===== config.mk =====
export PLATFORM = sky130hd
export DESIGN_NAME = cio_exec
export DESIGN_NICKNAME = d
export VERILOG_FILES = /design/src/hw/cio_pkg.sv /design/src/hw/cio_alu_if.sv /design/src/hw/cio_alu.sv /design/src/hw/cio_exec.sv
export SDC_FILE = /design/constraint.sdc
export NUM_CORES = 1
export LEC_CHECK = 0
export BUFFER_PORTS_ARGS = -buffer_cell sky130_fd_sc_hd__buf_2
export CAP_MARGIN = 20
export CORE_MARGIN = 8
export CORE_UTILIZATION = 45
export CTS_BUF_LIST = sky130_fd_sc_hd__clkbuf_4
export CTS_CLUSTER_SIZE = 40
export DETAILED_ROUTE_END_ITERATION = 16
export PLACE_DENSITY = 0.74
export SLEW_MARGIN = 20
export SYNTH_ARGS = -nofsm -noshare
export SYNTH_HDL_FRONTEND = slang
export SYNTH_SLANG_ARGS = --single-unit

===== constraint.sdc =====
create_clock -name sys_clk -period 2.5 [get_ports sys_clk]
set_input_delay 0.5 -clock sys_clk [delete_from_list [all_inputs] [get_ports sys_clk]]
set_output_delay 0.5 -clock sys_clk [all_outputs]
set_load 0.05 [all_outputs]

===== src/hw/cio_pkg.sv =====
// constants, types and decode helpers for the increment/or/shift/jump execution block
package cio_pkg;

    localparam int INSTR_W = 14;
    localparam int ADDR_W  = 7;
    localparam int DATA_W  = 8;
    localparam int PC_W    = 15;
    localparam int LATCH_W = 7;

    // field positions inside the instruction word and the upper pc latch
    localparam int DEST_BIT    = 7;
    localparam int JUMP_K_MSB  = 10;
    localparam int LATCH_J_MSB = 6;
    localparam int LATCH_J_LSB = 3;

    // opcode patterns: six upper bits, jump uses the upper three
    localparam logic [5:0] OPC_INC_SKIP = 6'h0f;
    localparam logic [5:0] OPC_INC      = 6'h0a;
    localparam logic [5:0] OPC_OR_FILE  = 6'h04;
    localparam logic [5:0] OPC_OR_LIT   = 6'h38;
    localparam logic [5:0] OPC_SHL      = 6'h35;
    localparam logic [2:0] OPC_JUMP     = 3'h5;

    // reset values
    localparam logic [PC_W-1:0]   PC_RESET  = 15'h0000;
    localparam logic [DATA_W-1:0] ACC_RESET = 8'h00;

    // cycles taken by jump and by a taken skip
    localparam int LONG_OP_CYCLES = 2;

    typedef enum logic [6:0] {
        OP_NONE     = 7'h01,
        OP_INC_SKIP = 7'h02,
        OP_INC      = 7'h04,
        OP_JUMP     = 7'h08,
        OP_OR_LIT   = 7'h10,
        OP_OR_FILE  = 7'h20,
        OP_SHL      = 7'h40
    } cio_op_e;

    typedef enum logic [1:0] {
        ST_EXEC  = 2'h1,
        ST_FLUSH = 2'h2
    } cio_state_e;

    // instruction word to operation; unknown words fall to OP_NONE
    function automatic cio_op_e cio_decode(input logic [INSTR_W-1:0] w);
        cio_op_e op;
        op = OP_NONE;
        if (w[13:11] == OPC_JUMP) begin
            op = OP_JUMP;
        end else begin
            case (w[13:8])
                OPC_INC_SKIP: op = OP_INC_SKIP;
                OPC_INC:      op = OP_INC;
                OPC_OR_FILE:  op = OP_OR_FILE;
                OPC_OR_LIT:   op = OP_OR_LIT;
                OPC_SHL:      op = OP_SHL;
                default:      op = OP_NONE;
            endcase
        end
        return op;
    endfunction

endpackage


===== src/hw/cio_alu_if.sv =====
// operand and result bundle between the execution core and its datapath
interface cio_alu_if;
    import cio_pkg::*;

    cio_op_e           op;       // decoded operation
    logic [DATA_W-1:0] accIn;    // accumulator operand
    logic [DATA_W-1:0] fileIn;   // file register operand
    logic [DATA_W-1:0] literal;  // immediate operand
    logic [DATA_W-1:0] result;   // 8-bit result
    logic              zero;     // result is zero
    logic              carry;    // carry out
    logic              updZero;  // op writes zero flag
    logic              updCarry; // op writes carry flag

    modport core (output op, accIn, fileIn, literal, input result, zero, carry, updZero, updCarry);
    modport alu  (input op, accIn, fileIn, literal, output result, zero, carry, updZero, updCarry);
endinterface


===== src/hw/cio_alu.sv =====
// combinational datapath for increment, or and left shift
module cio_alu
    import cio_pkg::*;
(
    cio_alu_if.alu bus // operands in, result and flags out
);

    // result and flag write enables per operation
    always_comb begin
        bus.result   = bus.fileIn;
        bus.carry    = 1'b0;
        bus.updZero  = 1'b0;
        bus.updCarry = 1'b0;
        case (bus.op)
            OP_INC_SKIP: begin
                bus.result = bus.fileIn + 8'h01;
            end
            OP_INC: begin
                bus.result  = bus.fileIn + 8'h01;
                bus.updZero = 1'b1;
            end
            OP_OR_LIT: begin
                bus.result  = bus.accIn | bus.literal;
                bus.updZero = 1'b1;
            end
            OP_OR_FILE: begin
                bus.result  = bus.accIn | bus.fileIn;
                bus.updZero = 1'b1;
            end
            OP_SHL: begin
                bus.result   = {bus.fileIn[6:0], 1'b0};
                bus.carry    = bus.fileIn[7];
                bus.updZero  = 1'b1;
                bus.updCarry = 1'b1;
            end
            default: begin
                bus.result = bus.fileIn; // jump and unknown ops touch nothing
            end
        endcase
    end

    // zero detect on the full 8-bit result
    assign bus.zero = (bus.result == 8'h00);

endmodule


===== src/hw/cio_exec.sv =====
// execution core: increment, skip, or, left shift and absolute jump with flags and program counter
module cio_exec
    import cio_pkg::*;
(
    input  wire logic               sys_clk,        // core instruction clock
    input  wire logic               rst_b,          // async reset, active low
    input  wire logic               instrValid,     // instruction word present this cycle
    input  wire logic [INSTR_W-1:0] instrWord,      // instruction word
    input  wire logic [DATA_W-1:0]  fileRdData,     // contents of fileAddr, same cycle
    input  wire logic [LATCH_W-1:0] progLatchUpper, // upper program counter latch
    output logic      [ADDR_W-1:0]  fileAddr,       // file register read address
    output logic                    fileWrEn_q,     // one-cycle file write strobe
    output logic      [ADDR_W-1:0]  fileWrAddr_q,   // file write address
    output logic      [DATA_W-1:0]  fileWrData_q,   // file write data
    output logic      [DATA_W-1:0]  acc_q,          // accumulator
    output logic                    zeroFlag_q,     // zero flag
    output logic                    carryFlag_q,    // carry flag
    output logic      [PC_W-1:0]    pc_q,           // program counter
    output logic                    flushActive     // current slot is a forced no-op
);

    cio_alu_if  aluBus ();
    cio_state_e state_q;
    cio_state_e state_d;
    cio_op_e    opCur;
    logic       execute;
    logic       destFile;
    logic       skipTaken;
    logic       writesDest;
    logic [PC_W-1:0] jumpTarget;
    logic       jumpFlush_q; // pending flush came from a jump

    // decode only in a normal slot; a flush slot never reaches the datapath
    assign execute    = instrValid && (state_q == ST_EXEC);
    assign opCur      = execute ? cio_decode(instrWord) : OP_NONE;
    assign destFile   = instrWord[DEST_BIT];
    assign fileAddr   = instrWord[ADDR_W-1:0];
    assign skipTaken  = (opCur == OP_INC_SKIP) && aluBus.zero;
    assign jumpTarget = {progLatchUpper[LATCH_J_MSB:LATCH_J_LSB], instrWord[JUMP_K_MSB:0]};
    assign flushActive = (state_q == ST_FLUSH);

    // ops that deliver a result to acc or file (or-literal always to acc)
    assign writesDest = (opCur == OP_INC_SKIP) || (opCur == OP_INC) || (opCur == OP_OR_FILE)
                     || (opCur == OP_SHL);

    assign aluBus.op      = opCur;
    assign aluBus.accIn   = acc_q;
    assign aluBus.fileIn  = fileRdData;
    assign aluBus.literal = instrWord[DATA_W-1:0];

    cio_alu u_alu (
        .bus (aluBus)
    );

    // jump and taken skip spend one extra slot as a no-op
    always_comb begin
        state_d = ST_EXEC;
        case (state_q)
            ST_EXEC: begin
                if ((opCur == OP_JUMP) || skipTaken) begin
                    state_d = ST_FLUSH;
                end
            end
            ST_FLUSH: state_d = ST_EXEC;
            default:  state_d = ST_EXEC;
        endcase
    end

    always_ff @(posedge sys_clk or negedge rst_b) begin
        if (!rst_b) begin
            state_q <= ST_EXEC;
        end else begin
            state_q <= state_d;
        end
    end

    // accumulator: or-literal always, others when destination bit is 0
    always_ff @(posedge sys_clk or negedge rst_b) begin
        if (!rst_b) begin
            acc_q <= ACC_RESET;
        end else if (opCur == OP_OR_LIT) begin
            acc_q <= aluBus.result;
        end else if (writesDest && !destFile) begin
            acc_q <= aluBus.result;
        end
    end

    // file write-back when destination bit is 1; strobe lasts one cycle
    always_ff @(posedge sys_clk or negedge rst_b) begin
        if (!rst_b) begin
            fileWrEn_q   <= 1'b0;
            fileWrAddr_q <= '0;
            fileWrData_q <= '0;
        end else begin
            fileWrEn_q <= writesDest && destFile;
            if (writesDest && destFile) begin
                fileWrAddr_q <= fileAddr;
                fileWrData_q <= aluBus.result;
            end
        end
    end

    // flags change only where the op says so; jump and skip leave them
    always_ff @(posedge sys_clk or negedge rst_b) begin
        if (!rst_b) begin
            zeroFlag_q  <= 1'b0;
            carryFlag_q <= 1'b0;
        end else begin
            if (aluBus.updZero) begin
                zeroFlag_q <= aluBus.zero;
            end
            if (aluBus.updCarry) begin
                carryFlag_q <= aluBus.carry;
            end
        end
    end

    // program counter: flush after a skip steps over the dropped word,
    // flush after a jump holds the target already loaded
    always_ff @(posedge sys_clk or negedge rst_b) begin
        if (!rst_b) begin
            pc_q <= PC_RESET;
        end else if (opCur == OP_JUMP) begin
            pc_q <= jumpTarget;
        end else if (execute) begin
            pc_q <= pc_q + 15'h0001;
        end else if (flushActive && !jumpFlush_q) begin
            pc_q <= pc_q + 15'h0001;
        end
    end

    // remembers whether the pending flush belongs to a jump
    always_ff @(posedge sys_clk or negedge rst_b) begin
        if (!rst_b) begin
            jumpFlush_q <= 1'b0;
        end else begin
            jumpFlush_q <= (opCur == OP_JUMP);
        end
    end

    // helper captures for the checks below
    logic [DATA_W-1:0] resNow;
    logic [DATA_W-1:0] fileNow;
    logic [DATA_W-1:0] accNow;
    assign resNow  = aluBus.result;
    assign fileNow = fileRdData;
    assign accNow  = acc_q;
endmodule


==> impl_metrics.tcl <==
set metrics [dict create \
    worstHoldStart "instrWord[2]" \
    layout_min_cycle_time_ns 2.47 \
    critical_path_class "input pin to register" \
    dp_cells 523 \
    n_antenna_cell 0 \
    grt_pass1_wl_um 14500 \
    first_iter_violations 154 \
    setup_viol 0 \
    synth_top_area_share 0.389 \
    first_pass_iters 5 \
    gr-usage-all-layers 0.202 \
    avgSynthCellArea_um2 8.14 \
    min_path_cells 3 \
    synth.cell_area_um2 2770 \
    start_kind "input pin" \
    nets 490 \
    hp-class "input pin to register" \
    drive_above_1_share 0.344 \
    post-cts-setup-buffers 0 \
    p_leak_nw 1.75 \
    hold_violations 0 \
    hpwl_um 7090 \
    cts.htree.levels 2 \
    vias_per_cell 5.72 \
    cts_buffer_depth 2 \
    worst_ep_required_time_ns 2.79 \
    yosys.area.top_type "dfrtp_1" \
    max-slew-margin-rel 0.622 \
    clkSinkCount 44 \
    r2r-start "state_q[0]$_DFF_PN1_" \
    clk_transition_reported_paths_ns 0.13 \
    synth_seq_cells 44 \
    crit_arrival_ns 2.76 \
    tightest_slew_ns 0.562 \
    die_h_um 94.4 \
    r2r_cells 7 \
    wl_met2_um 4260 \
    finalMaxSlewViolations 0 \
    clk_latency_ns 0.35 \
    synth_flop_cell "dfrtp_1" \
    synthTopCellsByArea "dfrtp_1, nand2_1, o21ai_0, a21oi_1, nor2_1" \
    rsz0062_at_grt "yes" \
    ir_drop_mv 0.799 \
    met1_length_um 3990 \
    r2r_slack_ns 0.23 \
    drc 0 \
    endpoint_kind "register" \
    grt_pass1_vias 2946 \
    core_um2 5920 \
    status "complete, no violations" \
    synth.area.mux_share 0.0122 \
    start_util 0.468 \
    netlist_top_cells_count "nand2_1, dfrtp_1, o21ai_0" \
    ioPinCount 81 \
    dieArea_um2 8920 \
    cp_max_fo 8 \
    yosys.cell_count.top_type "nand2_1" \
    via_count 3041 \
    port_buffers 77 \
    yosysWarnings 0 \
    synth_xor_area_frac 0.00949 \
    wl_met3_um 656 \
    finalWirelength_um 8990 \
    synth_compound_area_frac 0.274 \
    cts_buffers 5 \
    synth_top_family_by_area "compound AO/OA/AOI/OAI gates" \
    cap_viol_max_count 0 \
    yosys.area_share.adder 0.00904 \
    gp_congestion 0.933 \
    finalNonFillerCells 532 \
    grt_max_degree 26 \
    holdWs_ns 0.412 \
    powerDensity_nw_per_um2 801 \
    async_flop_share 1.00 \
    synth-seq-area-share 0.398 \
    clock.fmax_ghz 0.405 \
    die_w_um 94.4 \
    worstReg2RegEnd "state_q[0]$_DFF_PN1_" \
    cts-root-buf "clkbuf_4" \
    antenna_found_initial 0 \
    synth_edf_count 0 \
    syn-num-nets 374 \
    holdPathEnd "fileWrAddr_q[2]$_DFFE_PN0P_" \
    topRoutingLayerUsed "met4" \
    yosys.area_share.simple 0.237 \
    overflow 0 \
    final_antenna_net_count 0 \
    areaGrowthSynthToFinish_pct 31.9 \
    wire_per_inst_um 16.9 \
    std_cell_rows 28 \
    period_share 0.987 \
    cts_tree "built" \
    synthCells 340 \
    yosysUniqueCellTypes 63 \
    skew_ns 0.0126 \
]
==> cell usage in the layout (no fill, tap or decap), types with 3 or more instances in the layout <==
cell type,count
buf_2,77
nand2_1,58
buf_4,57
dfrtp_1,43
o21ai_0,31
a21oi_1,29
nor2_1,26
nand3_1,17
inv_1,10
o22ai_1,10
a31oi_1,5
clkbuf_4,5
nor3_1,4
nand4_1,4
a211o_1,3
mux2_2,3
a21o_1,3
or4_1,3
o21a_1,3
and2_1,3
==> through the flow <==
stage | utilization | power (mW) | cell area [um2] | TNS [ns] | worst slack [ns]
after floorplan | - | 2.14 | 2790 | -0.351 | -0.146
after global placement | 0.602 | 2.56 | 3560 | -1.00 | -0.307
after detailed placement | 0.602 | 2.59 | 3560 | -1.02 | -0.328
after CTS | 0.613 | 2.93 | 3630 | 0 | 0.0487
after global routing | 0.617 | 3.08 | 3650 | -0.00701 | -0.00530
final | 0.617 | 2.93 | 3650 | 0 | 0.0323
==> registers in the layout (all words and copies together) (netlist names) <==
signal,cells
pc_q,15
acc_q,8
fileWrData_q,8
fileWrAddr_q,7
state_q,2
carryFlag_q,1
fileWrEn_q,1
jumpFlush_q,1
zeroFlag_q,1
==> where the power goes <==
group	switching (mW)	internal, mW	total, mW	leakage, nW
clock	0.244	0.106	0.351	0.0249
combinational	1.11	0.378	1.49	1.18
sequential	0.187	0.903	1.09	0.542
total	1.54	1.39	2.93	1.75
==> worst max-delay path by stage <==
stage | end | cells past startpoint | slack, ns | start
floorplan | zeroFlag_q$_DFFE_PN0P_ | 8 | -0.15 | instrWord[10]
global placement | zeroFlag_q$_DFFE_PN0P_ | 9 | -0.31 | instrWord[12]
detailed placement | zeroFlag_q$_DFFE_PN0P_ | 9 | -0.33 | instrWord[12]
CTS | zeroFlag_q$_DFFE_PN0P_ | 9 | 0.05 | instrWord[12]
global route | state_q[0]$_DFF_PN1_ | 9 | -0.005 | instrWord[12]
finish | state_q[0]$_DFF_PN1_ | 9 | 0.03 | instrWord[12]
==> layout make-up <==
class                           count  area [um2]
Inverter                           10        37.5
Clock inverter                      3        18.8
Clock buffer                        5        37.5
Timing Repair Buffer              135         823
Fill cell                         545        2270
Sequential cell                    44        1100
Tap cell                           75        93.8
Multi-Input combinational cell    260        1540
==> per-layer routing <==
metal  global-route usage  up-vias
met3               0.0397        6
met2                0.329      108
li1                     -     1465
met5                    0        -
met4               0.0542        0
met1                0.267     1462
==> logic make-up after synthesis <==
family / count (synthesis)
AND/OR/NAND/NOR: 137
AO/OA/AOI/OAI: 115
flip-flops: 44
buffers and inverters: 36
XOR/XNOR: 3
multiplexers: 3
adder cells (fa/ha/maj): 2
==> critical path, cell delays in order <==
cell and delay (ns):
buf_2 0.12, or4b_4 0.54, buf_4 0.17, nor2_4 0.18
o31ai_4 0.14, a2111oi_4 0.37, o22ai_1 0.17, a2111o_1 0.36
o21a_1 0.20
==> repair_timing <==
item / 4_1_cts / 5_1_grt
endpoints found under the hold margin: 5 / 0
resized for setup: 0 / 6
hold buffers: 1 / 0
setup endpoints to repair: 0 / 3
Note: power is estimated with default switching activity, not from simulation.
